===== src/imeg_pkg.sv =====
// Purpose: shared constants and carriers for the interleaved memory gate
// Assumes: 10 MHz single clock
// Notes:   request and response groups travel as packed structs
package imeg_pkg;
  // address and data widths
  localparam int ADDR_W          = 32;
  localparam int DATA_W          = 32;
  // request type and option code for an emulator access
  localparam logic [1:0] REQ_TYPE_MEM = 2'h0;
  localparam logic [2:0] OPT_EMU      = 3'h6;
  // default bank count and per-bank access latency in cycles
  localparam int NUM_BANKS       = 2;
  localparam int BANK_LAT        = 2;
  // reset values
  localparam logic [ADDR_W-1:0] ADDR_RST = 32'h0000_0000;

  // request from the processor side
  typedef struct packed {
    logic              start;      // new request, fresh address
    logic              burst;      // burst continuation wanted
    logic              write;      // write when high
    logic [1:0]        req_type;   // request type code
    logic [2:0]        opt;        // option code
    logic [ADDR_W-1:0] addr;       // word byte address
    logic [DATA_W-1:0] wdata;      // write data
  } imeg_req_s;

  // response toward the processor
  typedef struct packed {
    logic              ready;      // word delivered
    logic              error;      // error answer
    logic              drive;      // data lines driven
    logic [DATA_W-1:0] rdata;      // read data
  } imeg_rsp_s;

  // controller states
  typedef enum logic [1:0] {
    ST_IDLE  = 2'b00,
    ST_INIT  = 2'b01,
    ST_BURST = 2'b10,
    ST_EMU   = 2'b11
  } imeg_state_e;
endpackage


===== src/imeg_buf.sv =====
// Purpose: two-entry valid/ready buffer on the read data path
// Assumes: single clock, source and sink synchronous
// Notes:   full means two words held; in_ready falls then
`timescale 1ns/100ps
`default_nettype none
module imeg_buf #(
  parameter int WIDTH = 32,
  parameter int DEPTH = 2
) (
  // clock and reset
  input  wire logic             clock,
  input  wire logic             rst_b,
  // filling side
  input  wire logic             in_valid,
  output logic                  in_ready,
  input  wire logic [WIDTH-1:0] in_data,
  // draining side
  output logic                  out_valid,
  input  wire logic             out_ready,
  output logic [WIDTH-1:0]      out_data
);
  localparam int PW = $clog2(DEPTH);
  logic [WIDTH-1:0] mem_ff [DEPTH];   // storage
  logic [PW-1:0]    wp_ff, nxt_wp;    // write index
  logic [PW-1:0]    rp_ff, nxt_rp;    // read index
  logic [PW:0]      cnt_ff, nxt_cnt;  // fill count
  logic             push, pop;

  // handshake terms
  always_comb begin
    push    = in_valid && in_ready;
    pop     = out_valid && out_ready;
    nxt_wp  = push ? ((wp_ff == PW'(DEPTH-1)) ? '0 : wp_ff + 1'b1) : wp_ff;
    nxt_rp  = pop ? ((rp_ff == PW'(DEPTH-1)) ? '0 : rp_ff + 1'b1) : rp_ff;
    nxt_cnt = cnt_ff + (PW+1)'(push) - (PW+1)'(pop);
  end

  assign in_ready  = (cnt_ff != (PW+1)'(DEPTH));
  assign out_valid = (cnt_ff != '0);
  assign out_data  = mem_ff[rp_ff];

  // index and count registers
  always_ff @(posedge clock or negedge rst_b) begin
    if (!rst_b) begin
      wp_ff  <= '0;
      rp_ff  <= '0;
      cnt_ff <= '0;
    end else begin
      wp_ff  <= nxt_wp;
      rp_ff  <= nxt_rp;
      cnt_ff <= nxt_cnt;
    end
  end

  // storage write, no reset needed on data
  always_ff @(posedge clock) begin
    if (push) begin
      mem_ff[wp_ff] <= in_data;
    end
  end
endmodule
`default_nettype wire


===== src/imeg_gate.sv =====
// Purpose: interleaved bank controller with emulator takeover gate
// Assumes: inputs synchronous to clock; bursts never cross 1K or mix r/w
// Notes:   top outputs registered except req_stall, decoded from the buffer count; response is OR of bank answers
// Notes on behaviour
// - even words in bank zero, odd in bank one
// - banks started alternately, two cycles each access
// - bank count is a parameter, latency only first
// - non-sequential access restarts a full initial access
// - burst beats addressed from own counter
// - registered per-bank responses OR-combined
// - single-bank chip enable registered, not gated by clock
// - takeover pin disables all memory selection
// - type 00 and option 110 means emulator
// - emulator owns buses, no memory answers
// - decode needs type 00 beside option code
// - data driven only with ready or error
`timescale 1ns/100ps
`default_nettype none
module imeg_gate #(
  parameter int NUM_BANKS = imeg_pkg::NUM_BANKS,
  parameter int BANK_LAT  = imeg_pkg::BANK_LAT,
  parameter int DATA_W    = imeg_pkg::DATA_W,
  parameter int ADDR_W    = imeg_pkg::ADDR_W
) (
  // clock and reset
  input  wire logic                     clock,
  input  wire logic                     rst_b,
  // processor request
  input  wire imeg_pkg::imeg_req_s      req,
  input  wire logic                     emu_takeover,
  input  wire logic                     rsp_accept,
  // bank array side
  output logic [NUM_BANKS-1:0]          bank_ce,
  output logic                          bank_we,
  output logic [ADDR_W-1:0]             bank_addr,
  output logic [DATA_W-1:0]             bank_wdata,
  input  wire logic [NUM_BANKS*DATA_W-1:0] bank_rdata,
  // response to the processor
  output imeg_pkg::imeg_rsp_s           rsp,
  output logic                          req_stall
);
  localparam int BW = (NUM_BANKS > 1) ? $clog2(NUM_BANKS) : 1;
  localparam int LW = $clog2(BANK_LAT + 1);

  // bank index of a word address
  function automatic logic [BW-1:0] bank_of(input logic [ADDR_W-1:0] a);
    bank_of = BW'((a >> 2) % NUM_BANKS);
  endfunction

  // emulator access decode, type qualifies option
  function automatic logic is_emu(input imeg_pkg::imeg_req_s r, input logic pin);
    is_emu = pin || ((r.req_type == imeg_pkg::REQ_TYPE_MEM) &&
                     (r.opt == imeg_pkg::OPT_EMU));
  endfunction

  imeg_pkg::imeg_state_e st_ff, nxt_st;         // controller state
  logic [ADDR_W-1:0]     cnt_ff, nxt_cnt;       // burst address counter
  logic [ADDR_W-1:0]     lead_ff, nxt_lead;     // next bank start address
  logic [LW-1:0]         wait_ff, nxt_wait;     // initial latency count
  logic                  wr_ff, nxt_wr;         // burst direction
  logic [NUM_BANKS-1:0]  ce_ff, nxt_ce;         // bank starts
  logic [NUM_BANKS-1:0]  busy_ff [BANK_LAT];    // bank access pipe
  logic [NUM_BANKS-1:0]  done;                  // bank finishing now
  logic [DATA_W-1:0]     or_data;               // OR of bank answers
  logic                  emu_now;
  logic                  beat;
  logic                  buf_in_ready;
  logic                  buf_out_valid;
  logic [DATA_W-1:0]     buf_out_data;
  logic [DATA_W-1:0]     wdata_ff;
  logic                  rdy_ff, nxt_rdy;
  logic                  drv_ff, nxt_drv;
  logic [DATA_W-1:0]     rd_ff, nxt_rd;
  logic                  we_ff, nxt_we;
  logic [ADDR_W-1:0]     ba_ff, nxt_ba;
  logic [7:0]            pend;                  // words owed to the buffer

  assign emu_now = is_emu(req, emu_takeover);

  // per-bank access pipe, one stage per latency cycle
  generate
    for (genvar s = 0; s < BANK_LAT; s++) begin : g_pipe
      always_ff @(posedge clock or negedge rst_b) begin
        if (!rst_b) begin
          busy_ff[s] <= '0;
        end else if (s == 0) begin
          busy_ff[s] <= ce_ff;
        end else begin
          busy_ff[s] <= busy_ff[s-1];
        end
      end
    end
  endgenerate

  assign done = busy_ff[BANK_LAT-1];

  // OR-combine read words of finishing banks
  always_comb begin
    or_data = '0;
    for (int b = 0; b < NUM_BANKS; b++) begin
      if (done[b] && !wr_ff) begin
        or_data = or_data | bank_rdata[b*DATA_W +: DATA_W];
      end
    end
  end

  // read words queue here so a stall loses none
  imeg_buf #(
    .WIDTH (DATA_W),
    .DEPTH (2)
  ) u_buf (
    .clock     (clock),
    .rst_b     (rst_b),
    .in_valid  ((|done) && !wr_ff && (st_ff != imeg_pkg::ST_EMU)),
    .in_ready  (buf_in_ready),
    .in_data   (or_data),
    .out_valid (buf_out_valid),
    .out_ready (rsp_accept),
    .out_data  (buf_out_data)
  );

  // count buffered words plus every read still in the bank pipe,
  // so a start is made only when its word is sure of a slot
  always_comb begin
    pend = buf_in_ready ? (buf_out_valid ? 8'h1 : 8'h0) : 8'h2;
    if (buf_out_valid && rsp_accept) begin
      pend = pend - 8'h1;  // word leaving this cycle
    end
    pend = pend + 8'(|ce_ff);
    for (int s = 0; s < BANK_LAT; s++) begin
      pend = pend + 8'(|busy_ff[s]);
    end
  end

  // a bank may start only while its word will find room
  assign beat = wr_ff || (pend < 8'h2);

  // controller next state
  always_comb begin
    nxt_st   = st_ff;
    nxt_cnt  = cnt_ff;
    nxt_lead = lead_ff;
    nxt_wait = wait_ff;
    nxt_wr   = wr_ff;
    nxt_ce   = '0;
    case (st_ff)
      imeg_pkg::ST_IDLE: begin
        if (req.start && emu_now) begin
          nxt_st = imeg_pkg::ST_EMU;
        end else if (req.start) begin
          nxt_cnt  = req.addr;        // fresh address taken
          nxt_lead = req.addr;
          nxt_wr   = req.write;
          nxt_wait = LW'(BANK_LAT);
          nxt_st   = imeg_pkg::ST_INIT;
        end
      end
      imeg_pkg::ST_INIT, imeg_pkg::ST_BURST: begin
        if (req.start && emu_now) begin
          nxt_st = imeg_pkg::ST_EMU;
        end else if (req.start) begin
          nxt_cnt  = req.addr;        // non-sequential restarts
          nxt_lead = req.addr;
          nxt_wr   = req.write;
          nxt_wait = LW'(BANK_LAT);
          nxt_st   = imeg_pkg::ST_INIT;
        end else if (!req.burst && (st_ff == imeg_pkg::ST_BURST)) begin
          nxt_st = imeg_pkg::ST_IDLE;
        end else if (beat) begin
          // start next bank, alternating by word
          nxt_ce[bank_of(lead_ff)] = 1'b1;
          nxt_lead = lead_ff + ADDR_W'(4);  // own counter
          if (!req.burst) begin
            nxt_st = imeg_pkg::ST_IDLE;  // single word, one access only
          end else if (wait_ff != '0) begin
            nxt_wait = wait_ff - 1'b1;
          end else begin
            nxt_st  = imeg_pkg::ST_BURST;
            nxt_cnt = cnt_ff + ADDR_W'(4);
          end
        end
      end
      imeg_pkg::ST_EMU: begin
        if (req.start && !emu_now) begin
          nxt_cnt  = req.addr;         // new request served at once
          nxt_lead = req.addr;
          nxt_wr   = req.write;
          nxt_wait = LW'(BANK_LAT);
          nxt_st   = imeg_pkg::ST_INIT;
        end
      end
      default: nxt_st = imeg_pkg::ST_IDLE;
    endcase
    if (emu_takeover) begin
      nxt_ce = '0;
    end
  end

  // output next values, data driven only with ready
  always_comb begin
    nxt_rdy = 1'b0;
    nxt_drv = 1'b0;
    nxt_rd  = '0;
    nxt_we  = 1'b0;
    nxt_ba  = ba_ff;
    if (|nxt_ce) begin
      nxt_ba = lead_ff;
      nxt_we = wr_ff;
    end
    if (st_ff == imeg_pkg::ST_EMU || emu_now) begin
      nxt_rdy = 1'b0;
    end else if (buf_out_valid && rsp_accept) begin
      nxt_rdy = 1'b1;
      nxt_drv = 1'b1;
      nxt_rd  = buf_out_data;
    end else if (wr_ff && (|done)) begin
      nxt_rdy = 1'b1;
    end
  end

  // registers
  always_ff @(posedge clock or negedge rst_b) begin
    if (!rst_b) begin
      st_ff    <= imeg_pkg::ST_IDLE;
      cnt_ff   <= imeg_pkg::ADDR_RST;
      lead_ff  <= imeg_pkg::ADDR_RST;
      wait_ff  <= '0;
      wr_ff    <= 1'b0;
      ce_ff    <= '0;
      rdy_ff   <= 1'b0;
      drv_ff   <= 1'b0;
      rd_ff    <= '0;
      we_ff    <= 1'b0;
      ba_ff    <= imeg_pkg::ADDR_RST;
      wdata_ff <= '0;
    end else begin
      st_ff    <= nxt_st;
      cnt_ff   <= nxt_cnt;
      lead_ff  <= nxt_lead;
      wait_ff  <= nxt_wait;
      wr_ff    <= nxt_wr;
      ce_ff    <= nxt_ce;
      rdy_ff   <= nxt_rdy;
      drv_ff   <= nxt_drv;
      rd_ff    <= nxt_rd;
      we_ff    <= nxt_we;
      ba_ff    <= nxt_ba;
      wdata_ff <= req.wdata;
    end
  end

  // chip enables registered on the clock edge; with one bank the enable
  // stays high through back-to-back starts, no per-clock gating
  assign bank_ce    = ce_ff;
  assign bank_we    = we_ff;
  assign bank_addr  = ba_ff;
  assign bank_wdata = wdata_ff;
  assign req_stall  = ~buf_in_ready;
  always_comb begin
    rsp.ready = rdy_ff;
    rsp.error = 1'b0;
    rsp.drive = drv_ff;
    rsp.rdata = rd_ff;
  end

  // checks
  drive_ready_a: assert property (@(posedge clock) disable iff (!rst_b)
    rsp.drive |-> rsp.ready) else $error("data driven without ready");
  emu_quiet_a: assert property (@(posedge clock) disable iff (!rst_b)
    (st_ff == imeg_pkg::ST_EMU) |-> !rsp.ready && (bank_ce == '0))
    else $error("memory answered during emulator access");
  pin_off_a: assert property (@(posedge clock) disable iff (!rst_b)
    emu_takeover |=> (bank_ce == '0)) else $error("bank selected under takeover");
  emu_dec_a: assert property (@(posedge clock) disable iff (!rst_b)
    (st_ff == imeg_pkg::ST_IDLE && req.start && req.req_type == 2'h0 && req.opt == 3'h6)
    |=> (st_ff == imeg_pkg::ST_EMU)) else $error("emulator code missed");
  type_qual_a: assert property (@(posedge clock) disable iff (!rst_b)
    (st_ff == imeg_pkg::ST_IDLE && req.start && !emu_takeover && req.req_type != 2'h0)
    |=> (st_ff == imeg_pkg::ST_INIT)) else $error("option decoded without type");
  one_bank_a: assert property (@(posedge clock) disable iff (!rst_b)
    $onehot0(bank_ce)) else $error("two banks started at once");
  seq_addr_a: assert property (@(posedge clock) disable iff (!rst_b)
    (|bank_ce) && $past(|bank_ce) && !$past(req.start, 2) |->
    (bank_addr == $past(bank_addr) + 32'h4)) else $error("counter not stepping");
  even_odd_a: assert property (@(posedge clock) disable iff (!rst_b)
    (|bank_ce) |-> bank_ce[bank_of(bank_addr)]) else $error("word in wrong bank");
  restart_a: assert property (@(posedge clock) disable iff (!rst_b)
    (req.start && !emu_now) |=> (st_ff == imeg_pkg::ST_INIT))
    else $error("new request did not restart");
  emu_hold_a: assert property (@(posedge clock) disable iff (!rst_b)
    (st_ff == imeg_pkg::ST_EMU && !req.start) |=> (st_ff == imeg_pkg::ST_EMU))
    else $error("left emulator idle early");
endmodule
`default_nettype wire


===== config.mk =====
export PLATFORM = sky130hd
export DESIGN_NAME = imeg_gate
export DESIGN_NICKNAME = d
export VERILOG_FILES = /design/src/imeg_pkg.sv /design/src/imeg_buf.sv /design/src/imeg_gate.sv
export SDC_FILE = /design/constraint.sdc
export NUM_CORES = 1
export LEC_CHECK = 0
export ABC_CLOCK_PERIOD_IN_PS = 3500
export BUFFER_PORTS_ARGS = -buffer_cell sky130_fd_sc_hd__buf_2
export CAP_MARGIN = 15
export CORE_UTILIZATION = 35
export CTS_CLUSTER_DIAMETER = 50
export CTS_CLUSTER_SIZE = 8
export DETAILED_ROUTE_END_ITERATION = 8
export GPL_TIMING_DRIVEN = 0
export PLACE_DENSITY = 0.6
export SYNTH_ARGS = -nofsm -noshare
export SYNTH_HDL_FRONTEND = slang
export SYNTH_HIERARCHICAL = 1
export SYNTH_SLANG_ARGS = --single-unit

===== constraint.sdc =====
create_clock -name clock -period 3.5 [get_ports clock]
set_clock_uncertainty 0.05 [all_clocks]
set_input_delay 0.35 -clock clock [delete_from_list [all_inputs] [get_ports clock]]
set_output_delay 0.35 -clock clock [all_outputs]
set_load 0.03 [all_outputs]

=== Yosys cells after proc, flatten, opt, wreduce, memory -nomap -nowiden ===
Memories as Yosys holds them, arrays and structs flattened.
Index checks and enable logic that the tools add are counted.

* Add/sub/neg operators: 10
* $lt $le $gt $ge: 3
* Equality and inequality tests: 19
* Mux-type cells: 57
* Bitwise operators: 2
* Reductions and logical operators: 32

{| class="wikitable"
|+ Operators by type and width
! kind !! count
|-
| 2-to-1 mux 32 bit || 11
|-
| case mux 32 bit (3 select lines) || 1
|-
| 2-to-1 mux 2 bit || 25
|-
| adder 32 x 3 -> 32 bit, second input constant || 1
|-
| OR 32 bit || 1
|-
| adder 8 x 1 -> 8 bit || 3
|-
| 2-to-1 mux 1 bit || 15
|-
| inequality test 3 bit, second input constant || 5
|-
| inequality test 2 bit, second input constant || 7
|-
| logical AND 1 bit || 12
|-
| case mux 2 bit (3 select lines) || 2
|-
| OR reduction 2 bit || 5
|-
| < comparator 8 x 2 -> 1 bit, second input constant || 1
|-
| 2-to-1 mux 8 bit || 1
|-
| AND reduction 8 bit || 1
|-
| inequality test 6 bit, second input constant || 1
|-
| AND reduction 6 bit || 1
|-
| inequality test 5 bit, second input constant || 1
|-
| equality test 2 bit, second input constant || 2
|-
| logical NOT 2 bit || 2
|-
| AND reduction 4 bit || 1
|-
| nonzero test 2 bit || 2
|-
| equality test 3 bit, second input constant || 1
|-
| logical NOT 1 bit || 3
|-
| 15 further kinds || 18
|}

* Bits in registers: 146
* RAM bits: 64
* Bits of input ports: 140
* Output and inout port bits: 103
* Word-level logic and storage cells: 140
* Memories: 1

{| class="wikitable"
|+ Memory list
! name !! words !! bits a word !! read ports !! clocked after memory_dff !! write ports !! line !! RTL
|-
| u_buf.mem_ff || 2 || 32 || 1 || 0 || 1 || imeg_buf.sv:23 || <nowiki>logic [WIDTH-1:0] mem_ff [DEPTH];</nowiki>
|}

=== Depth between registers and ports, before layout ===
* Depth after elaboration: 18
* Gate-level depth with buffers: 15
* Depth with buffers taken out: 12

=== Hierarchy ===
The synthesis kept the hierarchy.

{| class="wikitable"
|+ Modules (own cells, without submodules)
! module !! times used !! cells each !! area each (sq um)
|-
| imeg_gate || 1 || 545 || 6214.7
|-
| imeg_buf || 1 || 122 || 2539.9
|}

=== Least setup slack after synthesis ===
No wires, ideal clock.

* Path kind: register to register
* From: register u_buf.cnt_ff[0]
* To: register lead_ff[26]
* Library setup time: 0.127 ns
* Arrival: 3.455 ns
* Required time: 3.323 ns
* Path slack: -0.131 ns
* Cell stages (with the launch flop): 15
* Buffers on the path: 2
* Cell sequence: dfrtp_1 > nand2b_1 > xor2_1 > and2_1 > fa_1 > o21ai_0 > fa_1 > ha_1 > nor3b_2 > a31oi_1 > or4b_1 > buf_2 > clkbuf_1 > a21oi_1 > o2bb2a_1

* Elaborated cells between the ends (all ways): 14
* Those cells by class: add/sub: 4; order compare: 1; eq/ne: 2; mux: 3; reduce/logical: 4

{| class="wikitable"
|+ RTL lines
! element !! line !! RTL
|-
| start: declaration || imeg_buf.sv:26 || <nowiki>logic [PW:0] cnt_ff, nxt_cnt;</nowiki>
|-
| start signal: assignment || imeg_buf.sv:51 || <nowiki>cnt_ff <= nxt_cnt;</nowiki>
|-
| inequality test 2 bit (*) || imeg_buf.sv:38 || <nowiki>assign in_ready = (cnt_ff != (PW+1)'(DEPTH));</nowiki>
|-
| net buf_in_ready || imeg_gate.sv:67 || <nowiki>logic buf_in_ready;</nowiki>
|-
| 2-to-1 mux 2 bit (*) || imeg_gate.sv:125 || <nowiki>pend = buf_in_ready ? (buf_out_valid ? 8'h1 : 8'h0) : 8'h2;</nowiki>
|-
| subtractor 2 x 1 -> 3 bit || imeg_gate.sv:127 || <nowiki>pend = pend - 8'h1;</nowiki>
|-
| 2-to-1 mux 8 bit (*) || imeg_gate.sv:126 || <nowiki>if (buf_out_valid && rsp_accept) begin</nowiki>
|-
| adder 8 x 1 -> 8 bit (*) || imeg_gate.sv:129 || <nowiki>pend = pend + 8'(|ce_ff);</nowiki>
|-
| adder 8 x 1 -> 8 bit (*) (2 in series) || imeg_gate.sv:131 || <nowiki>pend = pend + 8'(|busy_ff[s]);</nowiki>
|-
| < comparator 8 x 2 -> 1 bit (*) || imeg_gate.sv:136 || <nowiki>assign beat = wr_ff || (pend < 8'h2);</nowiki>
|-
| logical OR 1 bit (*) || imeg_gate.sv:136 ||
|-
| inequality test 3 bit (no line) (*) || - ||
|-
| AND reduction 6 bit (no line) (*) || - ||
|-
| end signal: assignment || imeg_gate.sv:226 || <nowiki>lead_ff <= imeg_pkg::ADDR_RST;</nowiki>
|-
| end signal: assignment || imeg_gate.sv:239 || <nowiki>lead_ff <= nxt_lead;</nowiki>
|-
| end: declaration || imeg_gate.sv:58 || <nowiki>logic [ADDR_W-1:0] lead_ff, nxt_lead;</nowiki>
|}

Mark *: on every way through the listed nets, which the timed path passes. The rest lies on a longest branch.
A chain may end at the register's enable or synchronous reset.

=== Final worst setup path ===
* From: register u_buf.cnt_ff[0]
* To: register ba_ff[8] (netlist: bank_addr[8])

* Elaborated cells between the ends (all ways): 19
* Those cells by class: add/sub: 4; order compare: 1; eq/ne: 1; mux: 9; reduce/logical: 4

{| class="wikitable"
|+ RTL lines
! element !! line !! RTL
|-
| inequality test 2 bit (*) || imeg_buf.sv:38 ||
|-
| net buf_in_ready || imeg_gate.sv:67 ||
|-
| 2-to-1 mux 2 bit (*) || imeg_gate.sv:125 ||
|-
| subtractor 2 x 1 -> 3 bit || imeg_gate.sv:127 ||
|-
| 2-to-1 mux 8 bit (*) || imeg_gate.sv:126 ||
|-
| adder 8 x 1 -> 8 bit (*) || imeg_gate.sv:129 ||
|-
| adder 8 x 1 -> 8 bit (*) (2 in series) || imeg_gate.sv:131 ||
|-
| < comparator 8 x 2 -> 1 bit (*) || imeg_gate.sv:136 ||
|-
| logical OR 1 bit (*) || imeg_gate.sv:136 ||
|-
| 2-to-1 mux 2 bit (*) || imeg_gate.sv:169 || <nowiki>end else if (beat) begin</nowiki>
|-
| 2-to-1 mux 2 bit (*) || imeg_gate.sv:167 || <nowiki>end else if (!req.burst && (st_ff == imeg_pkg::ST_BURST)) begin</nowiki>
|-
| 2-to-1 mux 2 bit (*) || imeg_gate.sv:161 || <nowiki>end else if (req.start) begin</nowiki>
|-
| 2-to-1 mux 2 bit (*) || imeg_gate.sv:159 || <nowiki>if (req.start && emu_now) begin</nowiki>
|-
| 2-to-1 mux 2 bit (*) || imeg_gate.sv:146 || <nowiki>case (st_ff)</nowiki>
|-
| 2-to-1 mux 2 bit (*) || imeg_gate.sv:194 || <nowiki>if (emu_takeover) begin</nowiki>
|-
| OR reduction 2 bit (*) || imeg_gate.sv:206 || <nowiki>if (|nxt_ce) begin</nowiki>
|-
| end signal: assignment || imeg_gate.sv:234 || <nowiki>ba_ff <= imeg_pkg::ADDR_RST;</nowiki>
|-
| end signal: assignment || imeg_gate.sv:247 || <nowiki>ba_ff <= nxt_ba;</nowiki>
|-
| end: declaration || imeg_gate.sv:75 || <nowiki>logic [ADDR_W-1:0] ba_ff, nxt_ba;</nowiki>
|}

Marks and branches as above.

==> metrics.txt <==
area share of and/or/nand/nor cells after synthesis 0.0913; largest family of logic cells by synthesized area compound AO/OA/AOI/OAI gates; CTS root buf clkbuf_16; LEAKAGE 5.46 nW; core region area 24400 um^2; power per cell area 817 nW/um^2; Top FF cell, synth dfrtp_1; Initial Utilization 0.359; layout cells sized above 1 0.378; Die Ht roughly 160 um; Overall Power 0.00985 W; metal3 WL 1410 um; synth warn 6; placed cell areas ~10000 um^2; Req. time, crit path a little under 4000 ps; Worst Hold Class input port to register; vias post-DR roughly 6.6k; Synth area leaders dfrtp_1 (42%), edfxtp_1 (22%), mux2_2 (4.9%), a22o_1 (3.2%), mux2_1 (3.1%); CP Class register to register; Post-Route WL 22700 um; Worst Tran Pin Value around 830 ps; clock sinks between 200 and 250; Worst path slowest cell or4_4; largest fanout on the critical path 8; sequential share of the synthesized area 0.637; # diodes 0; biggest cell delay along the critical path between 600 and 700 ps; area grow syn2layout 37.8%; cells after synthesis 667; total CTS buffers 31; Layout Nets roughly 1.1k; DIE AREA ~26000 um^2; FF+latch area 5580 um^2; Rel. slew slack 0.442; post-synth top area cell dfrtp_1; status finished clean; Worst Setup End Kind register; vias in the first global route 6635; multiplexer share of the synthesized area 0.0820; Port Buffers 240; Synth Area in Adders 0.0174; row count 57; Clock transition at path regs 50 ps; xor/xnor share of the synthesized area 0.00400; Ports 243; design area 12100 um^2; H-tree depth 1; insertion delay to the later sink of the worst-skew pair 550 ps; Via density between 4 and 5; Final period util 0.987; crit path cell chain nand2b_4, xor2_1, and2_4, fa_1, o21ai_2, fa_2, a31oi_4, or4_4, clkbuf_16, mux2_1; asr flop ratio synth 0.695; largest net degree at the start of global routing 76; Synth Cell Area 8750 um^2; Yosys reg bits 210; top cell type's share of synthesized area 0.417; Setup-failing EPs final 0; Initial DRT Pass Iterations 5; Hold Crit Depth 2; Final Critical Period between 3000 and 4000 ps; GRT Residual Overflow 0; layout filler cell count roughly 2.2k; dpl hpwl 15100 um; initial antenna violation count 0; CP Launch Type register; WL per Instance 17.0 um; Post-synth EDFFs 64; antenna-violating nets left 0; Reg2Reg Depth 10; WL met1 approximately 10000 um; top sig layer met4; CTS tree yes; Tot GR Track Use 0.174; Max IR drop VDD 0.428 mV; area occupied by multi-input gates 3010 um^2; DRC Markers 0; max-slew violations 0; Fmax between 200 and 300 MHz; Final Hold Violating Endpoints 0; WL met2 10700 um; Clock Tree Buf Depth 3; Max Cap Violations 0; first-pass GRT wire length 35700 um; RSZ-0062 raised after global routing yes; initial DRC count 352; syn_area_per_cell 13.1 um^2; Synth Area in Compound Gates 0.134; chip width roughly 160 um; distinct cell type count after synthesis 54; routability cong. 0.801; arrival time worst endpoint around 3800 ps
## metrics by stage
step                setup WS, ps  hold WS, ps   util  TNS, ps  instances
floorplan                   9.77         4.41      -        0        669
global placement            -648          319  0.426   -78880       1233
detailed placement          -410          316  0.429   -20160       1235
CTS                         5.38         28.2  0.486        0       1330
global route               -50.8         42.7  0.495    -1100       1335
finish                      46.8         54.1  0.495        0       1335
## worst max-delay path: cells and delay by family, from the launching register on
| family | cells | cell delay, ps |
|---|---|---|
| compound gates | 2 | 150 |
| xor+xnor | 1 | 150 |
| flops | 1 | 410 |
| fa+ha+maj | 2 | 1060 |
| buf+inv | 1 | 210 |
| simple gates | 3 | 980 |
| mux | 1 | 300 |
## flip-flops by register name, indices dropped and copies added, names as in the netlist, 2 cells and up
signal,cells
rd_ff,32
u_buf/mem_ff,64
done,2
st_ff,2
u_buf/cnt_ff,2
bank_wdata,32
bank_ce,2
wait_ff,2
busy_ff,2
lead_ff,32
bank_addr,32
## metal layers
metal / GRT usage / vias to the layer above
li1: - / 3099
met4: 0.0558 / 0
met3: 0.0306 / 52
met1: 0.233 / 3172
met5: 0 / -
met2: 0.288 / 264
## layout by cell type (no fill, tap or decap), types with 19 or more instances in the layout
master           n
buf_2          242
dfrtp_1        144
edfxtp_1        64
clkbuf_1        42
nor2_1          40
a21oi_1         39
mux2_2          38
dlygate4sd3_1   36
and2_1          35
clkbuf_16       35
a22o_1          32
o22a_1          22
a31oi_1         22
nand2_1         19
## what timing repair did
item | in CTS | in global routing
gates resized for setup | 21 | 31
gates cloned | 1 | 4
pin swaps | 7 | 6
buffers inserted | 9 | 2
hold buffers | 36 | 0
hold endpoints to repair | 106 | 0
endpoints found under the setup margin | 67 | 61
## path summary, 6_finish.rpt
kind | from | to | slack, ps
hold reg to reg | bank_ce[0]$_DFF_PN0_ | busy_ff[2]$_DFF_PN0_ | 350
max in group asynchronous | rst_b | bank_addr[5]$_DFFE_PN0P_ | 2250
setup reg to reg | u_buf/cnt_ff[0]$_DFF_PN0_ | bank_addr[8]$_DFFE_PN0P_ | 50
hold / removal | req[34] | lead_ff[2]$_DFFE_PN0P_ | 50
setup / recovery | u_buf/cnt_ff[0]$_DFF_PN0_ | bank_addr[8]$_DFFE_PN0P_ | 50
min in group asynchronous | rst_b | rd_ff[12]$_DFF_PN0_ | 330
## synthesized netlist by cell type, types with 4 or more instances
master / n
nand2_1: 20
and3_1: 11
o2bb2a_1: 6
o21ai_0: 9
buf_6: 6
and2_1: 37
o22a_1: 22
inv_1: 14
a22o_1: 32
nand3_1: 8
nand4_1: 5
ha_1: 9
a31oi_1: 23
nor2_1: 41
nor3_1: 5
mux2_1: 24
edfxtp_1: 64
dfrtp_1: 146
o22ai_1: 7
a22oi_1: 5
a21oi_1: 40
a211oi_1: 4
buf_2: 8
nor2b_1: 7
mux2_2: 38
clkbuf_1: 30
## cells by family after synthesis
logic type               after synthesis
AO/OA/AOI/OAI                        164
XOR/XNOR                               4
multiplexers                          64
adder cells (fa/ha/maj)               11
flip-flops                           210
AND/OR/NAND/NOR                      151
buffers and inverters                 61
other                                  2
## power by group
group          switching, W  internal [W]
combinational       0.00206       0.00157
clock               0.00103       0.00171
sequential         0.000394       0.00309
total               0.00348       0.00637
## layout make-up
type,instances,area share
multi-input combinational,398,0.249
tap,324,0.0336
clock inverter,4,0.00498
timing repair buffer,294,0.152
clock buffer,47,0.0701
inverter,14,0.00436
sequential,210,0.462
buffer,44,0.0233
Power figures use the tool's default switching activity.
